===== src/design/ppoc_pkg.sv =====
// Constants, register map and shared types of the port power and over-current controller.
// Assumes a single 25 MHz system clock and an active-low asynchronous reset in every user.
package ppoc_pkg;

    // -------------------------------------------------------------------------
    // Sizes
    // -------------------------------------------------------------------------
    // Default number of downstream ports; the register layout holds at most this many.
    localparam int PPOC_NUM_PORTS = 4;
    // Register port address and data widths.
    localparam int PPOC_ADDR_W = 8;
    localparam int PPOC_DATA_W = 32;
    // Width of the over-current filter length field.
    localparam int PPOC_FILT_LEN_W = 16;

    // -------------------------------------------------------------------------
    // Register offsets
    // -------------------------------------------------------------------------
    localparam logic [PPOC_ADDR_W-1:0] PPOC_OFF_CTRL = 8'h00;
    localparam logic [PPOC_ADDR_W-1:0] PPOC_OFF_PWR_EN = 8'h04;
    localparam logic [PPOC_ADDR_W-1:0] PPOC_OFF_OC_STATUS = 8'h08;
    localparam logic [PPOC_ADDR_W-1:0] PPOC_OFF_OC_MASK = 8'h0C;
    localparam logic [PPOC_ADDR_W-1:0] PPOC_OFF_FILT_LEN = 8'h10;
    localparam logic [PPOC_ADDR_W-1:0] PPOC_OFF_PIN_STATE = 8'h14;
    localparam logic [PPOC_ADDR_W-1:0] PPOC_OFF_PWR_GOOD_DLY = 8'h18;

    // -------------------------------------------------------------------------
    // Field positions
    // -------------------------------------------------------------------------
    // Control register: ganged mode select and poly-fuse operation.
    localparam int PPOC_CTRL_GANGED_BIT = 0;
    localparam int PPOC_CTRL_POLY_BIT = 1;
    // Pin state register: sensed port levels, port power, shared level, strap.
    localparam int PPOC_PIN_SENSE_LSB = 0;
    localparam int PPOC_PIN_ON_LSB = 4;
    localparam int PPOC_PIN_SHARED_BIT = 8;
    localparam int PPOC_PIN_SHARED_ON_BIT = 9;
    localparam int PPOC_PIN_CHARGE_LSB = 12;
    localparam int PPOC_PIN_STRAP_DONE_BIT = 16;

    // -------------------------------------------------------------------------
    // Reset values and timing
    // -------------------------------------------------------------------------
    localparam logic [1:0] PPOC_CTRL_RST = 2'h0;
    localparam logic [7:0] PPOC_PWR_GOOD_DLY_RST = 8'h32;
    // Default filter time, and the clock period it is counted in.
    localparam int PPOC_OC_FILT_TIME_NS = 4000;
    localparam int PPOC_SYS_CLK_PERIOD_NS = 40;
    // Least time, so rounded up to whole cycles.
    localparam int PPOC_OC_FILT_CYCLES = (PPOC_OC_FILT_TIME_NS + PPOC_SYS_CLK_PERIOD_NS - 1) / PPOC_SYS_CLK_PERIOD_NS;
    localparam logic [PPOC_FILT_LEN_W-1:0] PPOC_FILT_LEN_RST = PPOC_FILT_LEN_W'(PPOC_OC_FILT_CYCLES);
    // Cycles the strap is allowed to settle through its synchroniser before it is caught.
    localparam logic [1:0] PPOC_STRAP_WAIT_CYCLES = 2'h3;
    // Ports that receive battery charging when the strap reads low (ports 0 and 1).
    localparam logic [PPOC_NUM_PORTS-1:0] PPOC_CHARGE_PORTS = 4'h3;

    // -------------------------------------------------------------------------
    // Types
    // -------------------------------------------------------------------------
    // Port control mode.
    typedef enum logic {PPOC_MODE_COMBINED, PPOC_MODE_GANGED} ppoc_mode_t;
    // Strap capture sequence.
    typedef enum logic {PPOC_STRAP_SYNC, PPOC_STRAP_HELD} ppoc_strap_st_t;

    // Address match for the register port.
    function automatic logic ppoc_addr_hit(input logic [PPOC_ADDR_W-1:0] addr, input logic [PPOC_ADDR_W-1:0] off);
        ppoc_addr_hit = (addr == off);
    endfunction

endpackage


===== src/design/ppoc_port_power_ctl.sv =====
// Port power control and over-current sensing for the downstream ports of a hub.
// Assumes pins are resolved outside: output enable high means the pin is driven.
module ppoc_port_power_ctl
    import ppoc_pkg::*;
#(
    parameter int NUM_PORTS = PPOC_NUM_PORTS,
    parameter int FILT_LEN_W = PPOC_FILT_LEN_W
) (
    // Clock, enable and reset.
    input wire logic sys_clk,
    input wire logic ce,
    input wire logic rst_n,
    // Register port.
    input wire logic [PPOC_ADDR_W-1:0] reg_addr,
    input wire logic [PPOC_DATA_W-1:0] reg_wdata,
    input wire logic reg_wr,
    input wire logic reg_rd,
    output logic [PPOC_DATA_W-1:0] reg_rdata,
    // Per-port power control pins.
    input wire logic [NUM_PORTS-1:0] port_power_ctl_pin_i,
    output logic [NUM_PORTS-1:0] port_power_ctl_pin_o,
    output logic [NUM_PORTS-1:0] port_power_ctl_pin_oe,
    output logic [NUM_PORTS-1:0] port_pullup_en,
    // Shared power control pin for ganged mode.
    input wire logic shared_power_ctl_pin_i,
    output logic shared_power_ctl_pin_o,
    output logic shared_power_ctl_pin_oe,
    output logic shared_pullup_en,
    // Battery charging strap, active low.
    input wire logic charge_enable_strap_n,
    // Outputs to the hub core.
    output logic [NUM_PORTS-1:0] charge_en,
    output logic [7:0] pwr_good_dly,
    output logic irq
);

    // -------------------------------------------------------------------------
    // State
    // -------------------------------------------------------------------------
    // Every flip-flop of the block apart from the filter instances lives in this one record.
    typedef struct packed {
        logic [1:0] ctrl;                  // Mode and poly-fuse selects.
        logic [NUM_PORTS-1:0] pwr_en;      // Requested port power.
        logic [NUM_PORTS-1:0] oc_status;   // Sticky over-current flags.
        logic [NUM_PORTS-1:0] oc_mask;     // Interrupt enables, same layout.
        logic [FILT_LEN_W-1:0] filt_len;   // Filter length in cycles.
        logic [7:0] dly_cfg;               // Configured power-good delay.
        logic [7:0] dly_eff;               // Delay reported to the core.
        logic [NUM_PORTS-1:0] port_sync1;  // First synchroniser stage, ports.
        logic [NUM_PORTS-1:0] port_sync2;  // Second synchroniser stage, ports.
        logic shared_sync1;                // First stage, shared pin.
        logic shared_sync2;                // Second stage, shared pin.
        logic strap_sync1;                 // First stage, strap.
        logic strap_sync2;                 // Second stage, strap.
        ppoc_strap_st_t strap_st;          // Strap capture state.
        logic [1:0] strap_cnt;             // Settling count for the strap.
        logic [NUM_PORTS-1:0] charge;      // Latched charging enables.
        logic [NUM_PORTS-1:0] port_oe;     // Port pin drive enables.
        logic [NUM_PORTS-1:0] port_pu;     // Port pull-up enables.
        logic shared_oe;                   // Shared pin drive enable.
        logic shared_pu;                   // Shared pull-up enable.
        logic irq;                         // Interrupt output.
        logic [PPOC_DATA_W-1:0] rdata;     // Read data, valid one cycle.
    } ppoc_state_t;

    ppoc_state_t st_r;
    ppoc_state_t st_nxt;

    // Filter outputs, one per port and one for the shared pin.
    logic [NUM_PORTS-1:0] port_evt;
    logic shared_evt;
    // Over-current events as seen by each port.
    logic [NUM_PORTS-1:0] evt_ports;
    // Decoded mode.
    ppoc_mode_t mode;

    // -------------------------------------------------------------------------
    // Helpers
    // -------------------------------------------------------------------------
    // Decode the mode from the control field.
    function automatic ppoc_mode_t ppoc_mode_of(input logic [1:0] ctrl);
        ppoc_mode_of = ctrl[PPOC_CTRL_GANGED_BIT] ? PPOC_MODE_GANGED : PPOC_MODE_COMBINED;
    endfunction

    // Widen a port vector to a register word.
    function automatic logic [PPOC_DATA_W-1:0] ppoc_port_word(input logic [NUM_PORTS-1:0] v);
        ppoc_port_word = '0;
        ppoc_port_word[NUM_PORTS-1:0] = v;
    endfunction

    assign mode = ppoc_mode_of(st_r.ctrl);

    // -------------------------------------------------------------------------
    // Over-current filters
    // -------------------------------------------------------------------------
    // Each filter only listens while its pin is released, so our own low drive
    // when power is off is never taken for an over-current while the filter length is 3 or more.
    for (genvar g = 0; g < NUM_PORTS; g++) begin : g_port_filt
        ppoc_oc_filter #(
            .LEN_W(FILT_LEN_W)
        ) u_filt (
            .sys_clk(sys_clk),
            .ce(ce),
            .rst_n(rst_n),
            .active(st_r.port_pu[g]),
            .low_lvl(!st_r.port_sync2[g]),
            .len(st_r.filt_len),
            .evt(port_evt[g])
        );
    end

    ppoc_oc_filter #(
        .LEN_W(FILT_LEN_W)
    ) u_shared_filt (
        .sys_clk(sys_clk),
        .ce(ce),
        .rst_n(rst_n),
        .active(st_r.shared_pu),
        .low_lvl(!st_r.shared_sync2),
        .len(st_r.filt_len),
        .evt(shared_evt)
    );

    // A shared-pin event trips every port together.
    assign evt_ports = port_evt | {NUM_PORTS{shared_evt}};

    // -------------------------------------------------------------------------
    // Next state
    // -------------------------------------------------------------------------
    // Register writes, reads, event capture, pin control and strap capture.
    always_comb begin
        logic [NUM_PORTS-1:0] port_on;
        logic shared_on;
        logic [PPOC_DATA_W-1:0] pins;
        port_on = '0;
        shared_on = 1'b0;
        pins = '0;
        st_nxt = st_r;
        st_nxt.rdata = '0;

        // Synchronisers: first stage feeds only the second.
        st_nxt.port_sync1 = port_power_ctl_pin_i;
        st_nxt.port_sync2 = st_r.port_sync1;
        st_nxt.shared_sync1 = shared_power_ctl_pin_i;
        st_nxt.shared_sync2 = st_r.shared_sync1;
        st_nxt.strap_sync1 = charge_enable_strap_n;
        st_nxt.strap_sync2 = st_r.strap_sync1;

        // Register writes; unmapped offsets are ignored.
        if (reg_wr) begin
            if (ppoc_addr_hit(reg_addr, PPOC_OFF_CTRL)) begin
                st_nxt.ctrl = reg_wdata[1:0];
            end else if (ppoc_addr_hit(reg_addr, PPOC_OFF_PWR_EN)) begin
                st_nxt.pwr_en = reg_wdata[NUM_PORTS-1:0];
            end else if (ppoc_addr_hit(reg_addr, PPOC_OFF_OC_MASK)) begin
                st_nxt.oc_mask = reg_wdata[NUM_PORTS-1:0];
            end else if (ppoc_addr_hit(reg_addr, PPOC_OFF_FILT_LEN)) begin
                st_nxt.filt_len = reg_wdata[FILT_LEN_W-1:0];
            end else if (ppoc_addr_hit(reg_addr, PPOC_OFF_PWR_GOOD_DLY)) begin
                st_nxt.dly_cfg = reg_wdata[7:0];
            end
        end

        // Register reads; the status register clears on read.
        if (reg_rd) begin
            pins[PPOC_PIN_SENSE_LSB +: NUM_PORTS] = st_r.port_sync2;
            pins[PPOC_PIN_ON_LSB +: NUM_PORTS] = st_r.port_pu;
            pins[PPOC_PIN_SHARED_BIT] = st_r.shared_sync2;
            pins[PPOC_PIN_SHARED_ON_BIT] = st_r.shared_pu;
            pins[PPOC_PIN_CHARGE_LSB +: NUM_PORTS] = st_r.charge;
            pins[PPOC_PIN_STRAP_DONE_BIT] = (st_r.strap_st == PPOC_STRAP_HELD);
            if (ppoc_addr_hit(reg_addr, PPOC_OFF_CTRL)) begin
                st_nxt.rdata = {30'h0, st_r.ctrl};
            end else if (ppoc_addr_hit(reg_addr, PPOC_OFF_PWR_EN)) begin
                st_nxt.rdata = ppoc_port_word(st_r.pwr_en);
            end else if (ppoc_addr_hit(reg_addr, PPOC_OFF_OC_STATUS)) begin
                st_nxt.rdata = ppoc_port_word(st_r.oc_status);
                st_nxt.oc_status = '0;
            end else if (ppoc_addr_hit(reg_addr, PPOC_OFF_OC_MASK)) begin
                st_nxt.rdata = ppoc_port_word(st_r.oc_mask);
            end else if (ppoc_addr_hit(reg_addr, PPOC_OFF_FILT_LEN)) begin
                st_nxt.rdata = {{(PPOC_DATA_W-FILT_LEN_W){1'b0}}, st_r.filt_len};
            end else if (ppoc_addr_hit(reg_addr, PPOC_OFF_PIN_STATE)) begin
                st_nxt.rdata = pins;
            end else if (ppoc_addr_hit(reg_addr, PPOC_OFF_PWR_GOOD_DLY)) begin
                st_nxt.rdata = {24'h0, st_r.dly_eff};
            end
        end

        // flag and remove power
        // A new event beats both the read clear and a write of power.
        st_nxt.oc_status = st_nxt.oc_status | evt_ports;
        st_nxt.pwr_en = st_nxt.pwr_en & ~evt_ports;

        st_nxt.dly_eff = st_nxt.ctrl[PPOC_CTRL_POLY_BIT] ? 8'h00 : st_nxt.dly_cfg;

        // Power each pin according to the mode now in force.
        if (ppoc_mode_of(st_nxt.ctrl) == PPOC_MODE_GANGED) begin
            shared_on = |st_nxt.pwr_en;
        end else begin
            port_on = st_nxt.pwr_en;
        end

        st_nxt.port_oe = ~port_on;
        st_nxt.port_pu = port_on;
        st_nxt.shared_oe = !shared_on;
        st_nxt.shared_pu = shared_on;

        // Interrupt follows the unmasked sticky flags.
        st_nxt.irq = |(st_nxt.oc_status & st_nxt.oc_mask);

        // Strap capture once its synchroniser has settled after reset.
        case (st_r.strap_st)
            PPOC_STRAP_SYNC: begin
                if (st_r.strap_cnt == PPOC_STRAP_WAIT_CYCLES) begin
                    st_nxt.charge = st_r.strap_sync2 ? '0 : PPOC_CHARGE_PORTS[NUM_PORTS-1:0];
                    st_nxt.strap_st = PPOC_STRAP_HELD;
                end else begin
                    st_nxt.strap_cnt = 2'(st_r.strap_cnt + 1'b1);
                end
            end
            default: begin
                st_nxt.strap_st = PPOC_STRAP_HELD;
            end
        endcase
    end

    // -------------------------------------------------------------------------
    // State register
    // -------------------------------------------------------------------------
    // Reset leaves every pin driven low with pull-ups off, so no port is powered.
    always_ff @(posedge sys_clk or negedge rst_n) begin
        if (!rst_n) begin
            st_r <= '0;
            st_r.ctrl <= PPOC_CTRL_RST;
            st_r.filt_len <= PPOC_FILT_LEN_RST;
            st_r.dly_cfg <= PPOC_PWR_GOOD_DLY_RST;
            st_r.dly_eff <= PPOC_PWR_GOOD_DLY_RST;
            st_r.port_oe <= '1;
            st_r.shared_oe <= 1'b1;
            st_r.strap_st <= PPOC_STRAP_SYNC;
        end else if (ce) begin
            st_r <= st_nxt;
        end
    end

    // Outputs straight from the state record; the driven level is always low.
    assign reg_rdata = st_r.rdata;
    assign port_power_ctl_pin_o = '0;
    assign port_power_ctl_pin_oe = st_r.port_oe;
    assign port_pullup_en = st_r.port_pu;
    assign shared_power_ctl_pin_o = 1'b0;
    assign shared_power_ctl_pin_oe = st_r.shared_oe;
    assign shared_pullup_en = st_r.shared_pu;
    assign charge_en = st_r.charge;
    assign pwr_good_dly = st_r.dly_eff;
    assign irq = st_r.irq;
endmodule


===== src/design/ppoc_oc_filter.sv =====
// Over-current filter for one sense line: counts consecutive low samples and fires once.
// Assumes its level input is already synchronised to sys_clk.
module ppoc_oc_filter
    import ppoc_pkg::*;
#(
    parameter int LEN_W = PPOC_FILT_LEN_W
) (
    // Clock, enable and reset.
    input wire logic sys_clk,
    input wire logic ce,
    input wire logic rst_n,
    // Sense inputs.
    input wire logic active,
    input wire logic low_lvl,
    input wire logic [LEN_W-1:0] len,
    // Filtered event, one cycle long.
    output logic evt
);

    // -------------------------------------------------------------------------
    // State
    // -------------------------------------------------------------------------
    typedef struct packed {
        logic [LEN_W-1:0] cnt;
        logic fired;
        logic evt;
    } ppoc_filt_st_t;

    ppoc_filt_st_t st_r;
    ppoc_filt_st_t st_nxt;
    logic [LEN_W-1:0] lim_m1;

    // A length of zero behaves as one so the filter always needs one sample.
    assign lim_m1 = (len == '0) ? '0 : LEN_W'(len - 1'b1);

    // Next state: any high sample or loss of power restarts the count.
    always_comb begin
        st_nxt = st_r;
        st_nxt.evt = 1'b0;
        if (!(active && low_lvl)) begin
            st_nxt.cnt = '0;
            st_nxt.fired = 1'b0;
        end else if (!st_r.fired) begin
            if (st_r.cnt >= lim_m1) begin
                st_nxt.evt = 1'b1;
                st_nxt.fired = 1'b1;
            end else begin
                st_nxt.cnt = LEN_W'(st_r.cnt + 1'b1);
            end
        end
    end

    // State register, frozen while the clock enable is low.
    always_ff @(posedge sys_clk or negedge rst_n) begin
        if (!rst_n) begin
            st_r <= '0;
        end else if (ce) begin
            st_r <= st_nxt;
        end
    end

    assign evt = st_r.evt;
endmodule


===== config.mk =====
export PLATFORM = sky130hd
export DESIGN_NAME = ppoc_port_power_ctl
export DESIGN_NICKNAME = d
export VERILOG_FILES = /design/src/design/ppoc_pkg.sv /design/src/design/ppoc_port_power_ctl.sv /design/src/design/ppoc_oc_filter.sv
export SDC_FILE = /design/constraint.sdc
export NUM_CORES = 1
export LEC_CHECK = 0
export BUFFER_PORTS_ARGS = -buffer_cell sky130_fd_sc_hd__buf_2
export CORE_MARGIN = 2
export CORE_UTILIZATION = 25
export DETAILED_ROUTE_END_ITERATION = 7
export SETUP_SLACK_MARGIN = 0.02
export SLEW_MARGIN = 20
export SYNTH_ARGS = -nofsm -noshare
export SYNTH_HDL_FRONTEND = slang
export SYNTH_HIERARCHICAL = 1
export SYNTH_SLANG_ARGS = --single-unit

===== constraint.sdc =====
create_clock -name sys_clk -period 4.1 [get_ports sys_clk]
set_input_delay 0.82 -clock sys_clk [delete_from_list [all_inputs] [get_ports sys_clk]]
set_output_delay 0.82 -clock sys_clk [all_outputs]
set_load 0.1 [all_outputs]

=== Yosys cells after proc, flatten, opt, wreduce, memory -nomap -nowiden ===
Cells that the tools add are included.

* Flip-flop bits (word level): 198
* Bits of input ports: 51
* Output and inout port bits: 60
* Logic and storage cells: 157

* Reductions and logical operators: 23
* Equality and inequality tests: 17
* Bitwise logic cells: 11
* Muxes and demuxes: 57
* $lt $le $gt $ge: 5
* Add/subtract/negate cells: 7

{| class="wikitable"
|+ Operators with widths
! operator !! number
|-
| $mux W17 || 12
|-
| $mux W16 || 7
|-
| $mux W18 || 5
|-
| $mux W28 || 3
|-
| $add A16 B1 Y16 const B || 5
|-
| $ge A16 B16 Y1 || 5
|-
| $mux W4 || 8
|-
| $mux W8 || 4
|-
| $eq A8 B5 Y1 const B || 3
|-
| $mux W24 || 1
|-
| $reduce_and A3 Y1 || 7
|-
| $ne A2 B2 Y1 const B || 10
|-
| $eq A8 B4 Y1 const B || 2
|-
| $logic_not A16 Y1 || 1
|-
| $sub A16 B1 Y16 const B || 1
|-
| $mux W2 || 7
|-
| $mux W1 || 9
|-
| $and A4 B4 Y4 || 2
|-
| $eq A8 B3 Y1 const B || 1
|-
| $logic_not A8 Y1 || 1
|-
| $not A4 Y4 || 2
|-
| $or A4 B4 Y4 || 2
|-
| $reduce_or A4 Y1 || 2
|-
| $logic_not A1 Y1 || 6
|-
| other kinds (6) || 14
|}

=== Depth between registers and ports, before layout ===
Gate-level depths: netlist of run 1.

* Word-level depth: 9
* Gate-level depth with buffers: 16
* Gate-level depth less buffers: 13

=== Hierarchy ===
Netlist of run 1, hierarchy kept.

{| class="wikitable"
|+ By module, submodules not included
! module !! cells an instance !! times used !! area an instance (sq um) !! sequential area each (sq um)
|-
| ppoc_oc_filter (g_port_filt[0].u_filt ...) || 210 || 3 || 1689.1 || 450.4
|-
| ppoc_port_power_ctl || 406 || 1 || 4634.4 || 2269.7
|-
| ppoc_oc_filter (g_port_filt[1].u_filt) || 221 || 1 || 1864.3 || 450.4
|-
| ppoc_oc_filter (u_shared_filt) || 221 || 1 || 1789.2 || 450.4
|}

=== Worst setup path before layout of run 1 ===
No wires, ideal clock.

* Path type: reg2reg
* Start point: register st_r[87] (netlist name)
* End point: register u_shared_filt/st_r[8] (netlist bit)
* Clock period less this slack: 4.055 ns
* Cell stages (with the launch flop): 14
* Arrival: 3.986 ns
* Buffers on the path: 2
* Data required time: 4.031 ns
* Setup slack: 0.045 ns
* Setup time: 0.069 ns
* Path through: dfrtp_1 > or4_1 > or3_1 > or3_1 > clkbuf_2 > and2_1 > ha_1 > nand2b_4 > a2111o_1 > a32oi_2 > nand3_2 > buf_6 > or4_1 > nand3_1

{| class="wikitable"
|+ RTL lines
! element !! RTL line !! RTL
|-
| to (signal assigned) || ppoc_oc_filter.sv:58 || <nowiki>st_r <= st_nxt;</nowiki>
|-
| to (decl) || ppoc_oc_filter.sv:29 || <nowiki>ppoc_filt_st_t st_r;</nowiki>
|}

==> reports/metrics.cfg, run 1 <==
[yosys]
syn-cell-area_um2 = 13400
ys_warn_count = 6
synth_cells = 1478
syn_avg_cell_area_um2 = 9.04
ys_async_sr_fraction_pct = 100
synth_ff_type = dfrtp_1
synth_cell_types = 93
synth-seq-cells = 180
yosysSeqAreaShare_pct = 33.9
synth-edff-count = 0

[layout]
diodes = 0
seq_area_um2 = 4530
final_core_util_pct = 28.7
fin_area_um2 = 15100
nNetsFinal = 1689
synthToLayoutAreaGrowth_pct = 13.3
layout.cells.non_filler = 2243
multi_input_area_um2 = 8040
drive_above_1_share_pct = 17.6
fillers = 5521

[clock_network]
clock-sinks = 180
htreeDepth = 4
clk-insertion-delay-late_ns = 0.47
cts.clk_slew.worst_paths_ns = 0.08
cts_buffers = 17
clk_root_buffer_cell = clkbuf_16
cts_tree = yes
clock_path_buffers = 2

[floorplan]
fp.dieArea_um2 = 55300
start_util_pct = 25.4
io_pins = 111
core_um2 = 52700
num_rows = 84
dieWidth_um = 235
die_h_um = 235

[place]
post-place-ws_ns = 0.152
dpl.hpwl_mm = 27.9
dpl_cell_area_um2 = 14400
dp_cells = 2207
routabilityCongestion = 0.841
port_buffers = 72

[power_and_ir_drop]
power.leakage_nw = 6.85
p_per_area_nw_per_um2 = 355
power_mw = 5.37
ir_worst_vdd_mv = 0.381

[timing]
period_minus_slack_ns = 3.92
slew_headroom_pct = 47.7
finalMaxSlewViolations = 0
fin_skew_ns = 0.0140
setup_tns_ns = 0
max_freq_mhz = 255
hold_viol = 0
rsz0062_at_grt = yes
period_share_pct = 95.5
setup_slack_ns = 0.184
holdWs_ns = 0.411
max_slew.worst_pin.slew_ns = 0.774
setup_violations = 0

[setup_path]
rrSetupSlack_ns = 0.18
endpoint_kind = flop
rr_startpoint = st_r[89]$_DFFE_PN0P_
start_kind = flop
path_class = reg -> reg
required_ns = 4.50
path_max_fanout = 23
r2r-end = u_shared_filt/st_r[11]$_DFFE_PN0P_
arrival_ns = 4.32
ff2ff_path_depth = 12

[route]
drt_iter0_markers = 1052
wire_per_inst_um = 16.8
drt.antenna.violating_nets = 0
viasPerCell = 5.15
drt_first_pass_iters = 6
drc = 0
via_count = 11500
drt_wl_total_mm = 37.8

[job]
max-cap-violations = 0

[global_route]
grt_overflow_total = 0
grt_pass1_wl_mm = 60.3
grt_max_degree = 87
grt_usage_pct = 13.5
first_global_vias = 11200
antenna_found_initial = 1

[run_status]
outcome = complete, no violations

[worst_hold_path]
hp-class = in -> async

[timing repair]
item                                   in CTS  in global routing
endpoints found under the hold margin       0                  0
resized for setup                           0                  9
setup endpoints to repair                   0                 15
buffers inserted                            0                  3
hold buffers                                0                  0
[critical path, stage by stage (launching register included)]
cell,delay [ns]
dfrtp_2,0.44
or4_4,0.55
or3_4,0.35
or3_1,0.36
and2_1,0.17
ha_1,0.28
nand2b_4,0.14
a2111o_1,0.40
a32oi_2,0.25
nand3_2,0.12
buf_12,0.17
or4b_1,0.53
nand3_1,0.10
[worst max-delay path by stage]
stage | start | endpoint | slack [ns] | cells past startpoint
after floorplan | st_r[87]$_DFFE_PN0P_ | u_shared_filt/st_r[8]$_DFFE_PN0P_ | 0.04 | 13
after global placement | st_r[89]$_DFFE_PN0P_ | u_shared_filt/st_r[11]$_DFFE_PN0P_ | 0.19 | 12
after detailed placement | st_r[88]$_DFFE_PN0P_ | g_port_filt[0].u_filt/st_r[17]$_DFFE_PN0P_ | 0.15 | 14
after CTS | st_r[88]$_DFFE_PN0P_ | u_shared_filt/st_r[11]$_DFFE_PN0P_ | 0.12 | 12
after global routing | st_r[88]$_DFFE_PN0P_ | g_port_filt[0].u_filt/st_r[17]$_DFFE_PN0P_ | -0.03 | 13
final | st_r[89]$_DFFE_PN0P_ | u_shared_filt/st_r[11]$_DFFE_PN0P_ | 0.18 | 12
[flip-flops by register name, summed over array words and instances, names as in the netlist]
name                     count
g_port_filt.u_filt/st_r     68
irq                          1
st_nxt                       6
g_port_filt.u_filt/evt       4
u_shared_filt/evt            1
u_shared_filt/st_r          17
shared_power_ctl_pin_oe      1
port_pullup_en               4
port_power_ctl_pin_oe        4
st_r                        47
charge_en                    1
reg_rdata                   17
shared_pullup_en             1
pwr_good_dly                 8
[cells by family after synthesis]
logic type,synth area share (%)
compound gates,16.8
mux,4.38
fa+ha+maj,8.99
flops,33.9
buf+inv,6.81
simple gates,25.2
xor+xnor,4.00
other cells,0.0281
[synthesized netlist by cell type (10+ instances only)]
library cell  number  area (um^2)
a21o_1            17          128
a21oi_1           49          245
a22o_1            21          184
and2_1            12         75.1
and3_1            14         87.6
and4_1            11         96.3
buf_4             57          428
buf_6             10          113
clkbuf_1          36          135
dfrtp_1          166         4150
dfstp_2           14          368
ha_1              96         1200
inv_1             49          184
mux2_2            27          304
mux2_4            10          150
mux2i_1           13          130
nand2_1          184          691
nand2b_1          40          250
nand3_1           75          375
nand4_1           30          188
nor2_1            71          267
nor3_1            50          250
nor3b_1           11         82.6
nor4_1            23          144
o211ai_1          29          218
o21ai_0           53          265
o21bai_1          16          120
o22a_1            10         87.6
o2bb2ai_1         23          201
or3_1             19          119
or4_1             21          158
xnor2_1           15          131
xor2_1            46          403
[cell usage in the layout (no fill, tap or decap), drive strengths merged, types with 16 or more instances in the layout]
cell type / count
conb: 22
buf: 135
o21ai: 56
ha: 96
a22o: 21
nand2b: 41
o211ai: 30
nand4: 32
xor2: 46
nor3: 53
or3: 24
a21oi: 49
o21bai: 16
clkbuf: 20
nand2: 192
dfrtp: 166
nor2: 72
a21o: 17
nand3: 77
nor4: 24
or4: 26
inv: 56
o2bb2ai: 23
mux2: 37
[layer usage]
layer	track usage (%)	wire length, um
met1	18.3	17600
met2	21.7	17400
met3	2.36	1880
met4	4.60	850
met5	0	0
[final cells by class]
class / count / share of cell area, %
Tap cell: 688 / 5.69
Clock buffer: 18 / 2.90
Timing Repair Buffer: 137 / 6.05
Inverter: 50 / 1.24
Sequential cell: 180 / 29.9
Multi-Input combinational cell: 1156 / 53.1
Clock inverter: 14 / 1.08
[power breakdown]
group	leakage, nW	switching, mW	total (mW)	internal [mW]
combinational	4.16	1.12	1.70	0.578
clock	0.294	0.821	1.71	0.885
sequential	2.39	0.103	1.97	1.87
Note: power is estimated with default switching activity, not from simulation.
==> run 2, diff against run 1 <==
CORE_MARGIN = 4   (was 2)
==> run 2 against run 1 <==
  * Largest power group unchanged
  * Power is 0.35% lower
  * Clock skew is 0.0040 ns higher
  * Cell count is 0.18% lower
  * Register-to-register slack worse by 0.04 ns
  * Global-route usage is 0.76 points lower
==> reports/metrics.cfg, run 2 (synthesis gave the netlist of run 1 again) <==
[run_status]
outcome = complete, no violations

[clock_network]
holdBufCountCts = 0  ; unchanged
cts.clk_slew.worst_paths_ns = 0.09  ; about the same
clock-sinks = 180  ; unchanged
htreeDepth = 4  ; unchanged
clock_path_buffers = 2  ; unchanged
clk_root_buffer_cell = clkbuf_16
cts_tree = yes
clk-insertion-delay-late_ns = 0.45  ; -0.02 ns
cts_buffers = 17  ; unchanged

[timing]
max_freq_mhz = 253  ; -1.0%
finalMaxSlewViolations = 0  ; unchanged
setup_tns_ns = 0  ; unchanged
setup_violations = 0  ; unchanged
hold_viol = 0  ; unchanged
max_slew.worst_pin.slew_ns = 0.807  ; +0.0327 ns
holdWs_ns = 0.166  ; -0.245 ns
period_minus_slack_ns = 3.96  ; +0.0399 ns
period_share_pct = 96.5  ; +0.97 points
slew_headroom_pct = 46.1  ; -1.6 points
rsz0062_at_grt = no
fin_skew_ns = 0.0179  ; +0.00395 ns
setup_slack_ns = 0.144  ; -0.0399 ns

[power_and_ir_drop]
swShare_pct = 38.9  ; +0.94 points
p_per_area_nw_per_um2 = 354  ; -0.31%
combPwrFrac_pct = 31.4  ; -0.2 points
power_mw = 5.36  ; -0.35%
power.leakage_nw = 6.81  ; -0.56%
ir_worst_vdd_mv = 0.274  ; -28%
power.share.clock_pct = 31.8  ; about the same
intPower_mw = 3.27  ; -1.9%
pwr-share-seq_pct = 36.8  ; about the same
switchingPower_mw = 2.09  ; +2.1%

[job]
max-cap-violations = 0  ; unchanged

[setup_path]
path_class = reg -> reg
endpoint_kind = flop
path_max_fanout = 24  ; +4.3%
arrival_ns = 4.34  ; +0.02 ns
start_kind = flop
critPathSlowestCell = or4_4
required_ns = 4.48  ; -0.02 ns
path_cells = or4_4 -> or3_4 -> or3_1 -> and2_1 -> ha_1 -> nand2b_4 -> a2111o_1 -> a32oi_2 -> nand3_2 -> buf_12 -> or4b_1 -> nand3_1
slowest_delay_ns = 0.56  ; about the same

[place]
port_buffers = 72  ; unchanged
routabilityCongestion = 0.839  ; -0.21%
dpl_cell_area_um2 = 14400  ; -0.23%
dp_cells = 2201  ; -0.27%
dpl.hpwl_mm = 27.3  ; -2.4%
post-place-ws_ns = 0.0961  ; -0.0558 ns

[route]
drc = 0  ; unchanged
drt.antenna.violating_nets = 0  ; unchanged
drt_first_pass_iters = 6  ; unchanged
via_count = 11400  ; -1.2%
drt_iter0_markers = 714  ; -32%
wire_per_inst_um = 16.4  ; -2.5%
viasPerCell = 5.10  ; -0.99%
drt_wl_total_mm = 36.7  ; -2.7%

[floorplan]
die_h_um = 239  ; +1.7%
num_rows = 84  ; unchanged
start_util_pct = 25.3  ; -0.051 points
fp.dieArea_um2 = 57200  ; +3.4%
io_pins = 111  ; unchanged
dieWidth_um = 239  ; +1.7%
core_um2 = 52800  ; +0.20%

[layout]
fin_area_um2 = 15100  ; about the same
mostFrequentLayoutCell = nand2_1
largest_reg_flops = 68  ; unchanged
final_core_util_pct = 28.7  ; -0.069 points
nNetsFinal = 1682  ; -0.41%
regMostFlops = g_port_filt.u_filt/st_r
synthToLayoutAreaGrowth_pct = 13.2  ; about the same
final_cell_mix = 184 x nand2_1, 161 x dfrtp_1, 96 x ha_1, 74 x nand3_1, 71 x nor2_1
drive_above_1_share_pct = 17.8  ; +0.14 points
top_regs = g_port_filt.u_filt/st_r (68), st_r (47)
fillers = 5581  ; +1.1%
layout.cells.non_filler = 2239  ; -0.18%

[global_route]
grt_usage_pct = 12.8  ; -0.76 points
grt_overflow_total = 0  ; unchanged
grt_pass1_wl_mm = 59.3  ; -1.7%
grt_max_degree = 118  ; +36%
first_global_vias = 11100  ; -1.4%
antenna_found_initial = 2  ; +1

[worst_hold_path]
hp-class = in -> async

-- run 2: worst max-delay path: cells and delay by family (launching register included) --
family          cells  cell delay (ns)
compound gates      2             0.67
fa+ha+maj           1             0.26
buf+inv             1             0.17
flops               1             0.47
simple gates        8             2.31
-- run 2: worst paths after layout --
path / start / to / slack [ns] / depth (start not counted)
worst min-delay path: rst_n / u_shared_filt/st_r[17]$_DFFE_PN0P_ / 0.17 / 1
worst min register to register: st_r[50]$_DFFE_PN0P_ / charge_en[0]$_DFFE_PN0P_ / 0.46 / 1
worst max-delay path: st_r[89]$_DFFE_PN0P_ / u_shared_filt/st_r[11]$_DFFE_PN0P_ / 0.14 / 12
worst max register to register: st_r[89]$_DFFE_PN0P_ / u_shared_filt/st_r[11]$_DFFE_PN0P_ / 0.14 / 12
min in group sys_clk: st_r[50]$_DFFE_PN0P_ / charge_en[0]$_DFFE_PN0P_ / 0.46 / 1
max in group asynchronous: rst_n / st_r[86]$_DFFE_PN0P_ / 2.91 / 2
-- run 2: repair_timing --
item / in CTS / in global routing
setup endpoints to repair: 0 / 62
gates resized for setup: 0 / 19
setup buffers: 0 / 3
endpoints found under the hold margin: 0 / 0
-- run 2: cell type report --
cell class	instances	area [um^2]	share of cell area (%)
timing repair buffer	130	857	5.67
sequential	180	4530	29.9
antenna	3	7.51	0.0497
multi-input combinational	1156	8080	53.4
clock inverter	15	175	1.16
tap	688	861	5.69
clock buffer	17	425	2.81
inverter	50	188	1.24
-- run 2: per-layer routing --
metal / track usage (%) / up-vias / share of wire (%)
met1: 17.9 / 5582 / 47
li1: - / 5506 / -
met5: 0 / - / 0
met2: 19.9 / 301 / 45
met3: 2.75 / 23 / 5.8
met4: 3.48 / 0 / 1.5
-- run 2: power groups by stage --
stage          logic [mW]  registers, mW  clock network (mW)
2_1_floorplan        1.27           2.06                   0
3_3_place_gp         1.62           2.00                   0
3_5_place_dp         1.66           2.00                   0
4_1_cts              1.67           1.97                1.75
5_1_grt              1.88           1.98                1.83
6_report             1.68           1.97                1.70
==> run 3, diff against run 2 <==
CORE_ASPECT_RATIO = 0.5   (was not set)
CORE_MARGIN = not set   (was 4)
==> run 3 against run 2 <==
  * The flow now finishes with violations (DRC)
  * Wire length is 0.68% higher
  * Count of clock-buffer cells in the layout is 3 higher
  * Cell area rose by 1.9%
  * First-iteration DRC count grew 31%
  * Cell count up 1.7%
  * Fmax decreased by 2.4%
  * Power rose by 0.11%
  * Highest routed layer unchanged
==> reports/metrics.cfg, run 3 (synthesis gave the netlist of run 1 again) <==
[run_status]
outcome = finished with violations
violations = DRC

[layout]
regMostFlops = g_port_filt.u_filt/st_r
synthToLayoutAreaGrowth_pct = 15.4
nNetsFinal = 1708  ; +1.5%
drive_above_1_share_pct = 19.3  ; +1.5 points
largest_reg_flops = 68  ; unchanged
mostFrequentLayoutCell = nand2_1
final_cell_mix = 184 x nand2_1, 163 x dfrtp_1, 96 x ha_1, 75 x nand3_1
fillers = 5485  ; -1.7%
seq_area_um2 = 4530  ; about the same
multi_input_area_um2 = 8080  ; about the same
top_regs = g_port_filt.u_filt/st_r (68), st_r (47)

[setup_path]
rrSetupSlack_ns = 0.05  ; -0.10 ns
rr_startpoint = st_r[89]$_DFFE_PN0P_
ff2ff_path_depth = 17  ; +5
start_kind = flop
path_class = reg -> reg
path_cells = buf_6 -> or4_4 -> or3_4 -> or3_4 -> buf_8 -> buf_2 -> buf_4 -> o21ai_0 -> ha_1 -> o21ai_0 -> a21oi_1 -> nand3b_1 -> nand4b_1 -> buf_4 -> clkbuf_16 -> o21ai_0 -> o22a_1
r2r-end = g_port_filt[3].u_filt/st_r[12]$_DFFE_PN0P_
path_max_fanout = 8  ; -67%
required_ns = 4.49  ; about the same
crit_path_frequent_cell = o21ai_0
arrival_ns = 4.44  ; +0.10 ns
slowest_delay_ns = 0.55  ; about the same
endpoint_kind = flop
critPathSlowestCell = or4_4

[power_and_ir_drop]
p_per_area_nw_per_um2 = 348  ; -1.8%
ir_worst_vdd_mv = 0.298  ; +8.5%
power_mw = 5.36  ; +0.11%
power.leakage_nw = 6.97  ; +2.4%

[route]
viasPerCell = 5.02  ; -1.5%
drt_wl_total_mm = 37.0  ; +0.68%
drc = 4  ; +4
via_count = 11400  ; +0.12%
drt_first_pass_iters = 7  ; +1
drt_iter0_markers = 936  ; +31%
wire_per_inst_um = 16.3  ; -0.96%
drt.antenna.violating_nets = 0  ; unchanged

[floorplan]
io_pins = 111  ; unchanged
start_util_pct = 25.5  ; +0.20 points
num_rows = 59  ; -30%
core_um2 = 52300  ; -0.80%
dieWidth_um = 329  ; +38%
fp.dieArea_um2 = 54400  ; -4.9%
die_h_um = 165  ; -31%

[timing]
slew_headroom_pct = 34.6  ; -11 points
max_slew.worst_pin.slew_ns = 0.967  ; +0.160 ns
max_freq_mhz = 247  ; -2.4%
finalMaxSlewViolations = 0  ; unchanged
fin_skew_ns = 0.0142  ; -0.00372 ns
period_minus_slack_ns = 4.05  ; +0.0952 ns
rsz0062_at_grt = yes
period_share_pct = 98.8  ; +2.3 points
hold_viol = 0  ; unchanged
setup_tns_ns = 0  ; unchanged
setup_violations = 0  ; unchanged

[global_route]
grt_usage_pct = 13.2  ; +0.48 points
grt_max_degree = 88  ; -25%
grt_overflow_total = 0  ; unchanged
grt_pass1_wl_mm = 57.6  ; -2.9%
antenna_found_initial = 0  ; -2
first_global_vias = 10500  ; -5.3%

[clock_network]
cts_buffers = 17  ; unchanged
cts.clk_slew.worst_paths_ns = 0.08  ; about the same
clock-sinks = 180  ; unchanged
clk-insertion-delay-late_ns = 0.45  ; about the same
holdBufCountCts = 0  ; unchanged
cts_tree = yes
htreeDepth = 4  ; unchanged
clock_path_buffers = 2  ; unchanged
clk_root_buffer_cell = clkbuf_16

[place]
port_buffers = 72  ; unchanged
routabilityCongestion = 0.869  ; +3.5%
dpl.hpwl_mm = 27.0  ; -1.2%

[worst_hold_path]
hp-class = in -> async

[job]
max-cap-violations = 0  ; unchanged

-- run 3: cell types whose count changed in the layout (fill, tap and decap cells not counted), moves of 3 or more --
cell,delta
buf_4,+15
a2111oi_2,+4
clkbuf_16,+4
buf_6,+3
clkinv_8,-3
-- run 3: metal layers --
| metal | part of all wire [%] | global-route usage (%) | up-vias |
|---|---|---|---|
| li1 | - | - | 5563 |
| met4 | 2.3 | 4.29 | 0 |
| met3 | 3.6 | 2.02 | 57 |
| met5 | 0 | 0 | - |
| met1 | 48 | 18.2 | 5531 |
| met2 | 46 | 21.2 | 275 |
-- run 3: where the power goes --
group	switching (mW)	leakage, nW	internal (mW)	total, mW
Combinational	1.12	4.31	0.626	1.75
Sequential	0.0978	2.39	1.87	1.97
Clock	0.812	0.270	0.831	1.64
-- run 3: worst max-delay path: cells and delay by family (launching register included) --
family | cells | cell delay (ns)
adder cells (fa/ha/maj) | 1 | 0.27
buffers and inverters | 6 | 0.97
AO/OA/AOI/OAI | 5 | 0.57
flip-flops | 1 | 0.48
AND/OR/NAND/NOR | 5 | 1.70
-- run 3: final cells by class --
cell class,count,share of cell area (%)
multi-input combinational,1156,52.5
clock inverter,12,0.739
inverter,50,1.22
tap,701,5.69
sequential,180,29.4
timing repair buffer,156,7.55
clock buffer,20,2.96
antenna,1,0.0162
-- run 3: what timing repair did --
action / 4_1_cts / 5_1_grt
endpoints found under the setup margin: 0 / 40
buffers inserted: 0 / 16
resized for setup: 0 / 30
endpoints found under the hold margin: 0 / 0
-- run 3: metrics by stage --
| stage | cell area, um^2 | utilization [%] | hold WS, ns | setup WS, ns | cells |
|---|---|---|---|---|---|
| after floorplan | 13400 | - | 0.432 | 0.0446 | 1499 |
| after global placement | 14500 | 27.7 | 0.461 | 0.106 | 2223 |
| after detailed placement | 14500 | 27.7 | 0.465 | 0.0879 | 2223 |
| after CTS | 15100 | 28.8 | 0.461 | 0.0561 | 2255 |
| after global routing | 15400 | 29.4 | 0.464 | -0.0423 | 2275 |
| final | 15400 | 29.4 | 0.425 | 0.0489 | 2276 |
-- run 3: worst max path at each step --
| stage | start | to | slack [ns] |
|---|---|---|---|
| after global routing | st_r[89]$_DFFE_PN0P_ | g_port_filt[3].u_filt/st_r[16]$_DFFE_PN0P_ | -0.04 |
| after CTS | st_r[89]$_DFFE_PN0P_ | g_port_filt[3].u_filt/st_r[8]$_DFFE_PN0P_ | 0.06 |
| final | st_r[89]$_DFFE_PN0P_ | g_port_filt[3].u_filt/st_r[12]$_DFFE_PN0P_ | 0.05 |
| after detailed placement | st_r[89]$_DFFE_PN0P_ | g_port_filt[3].u_filt/st_r[15]$_DFFE_PN0P_ | 0.09 |
| after global placement | st_r[89]$_DFFE_PN0P_ | g_port_filt[3].u_filt/st_r[15]$_DFFE_PN0P_ | 0.11 |
| after floorplan | st_r[87]$_DFFE_PN0P_ | u_shared_filt/st_r[8]$_DFFE_PN0P_ | 0.04 |
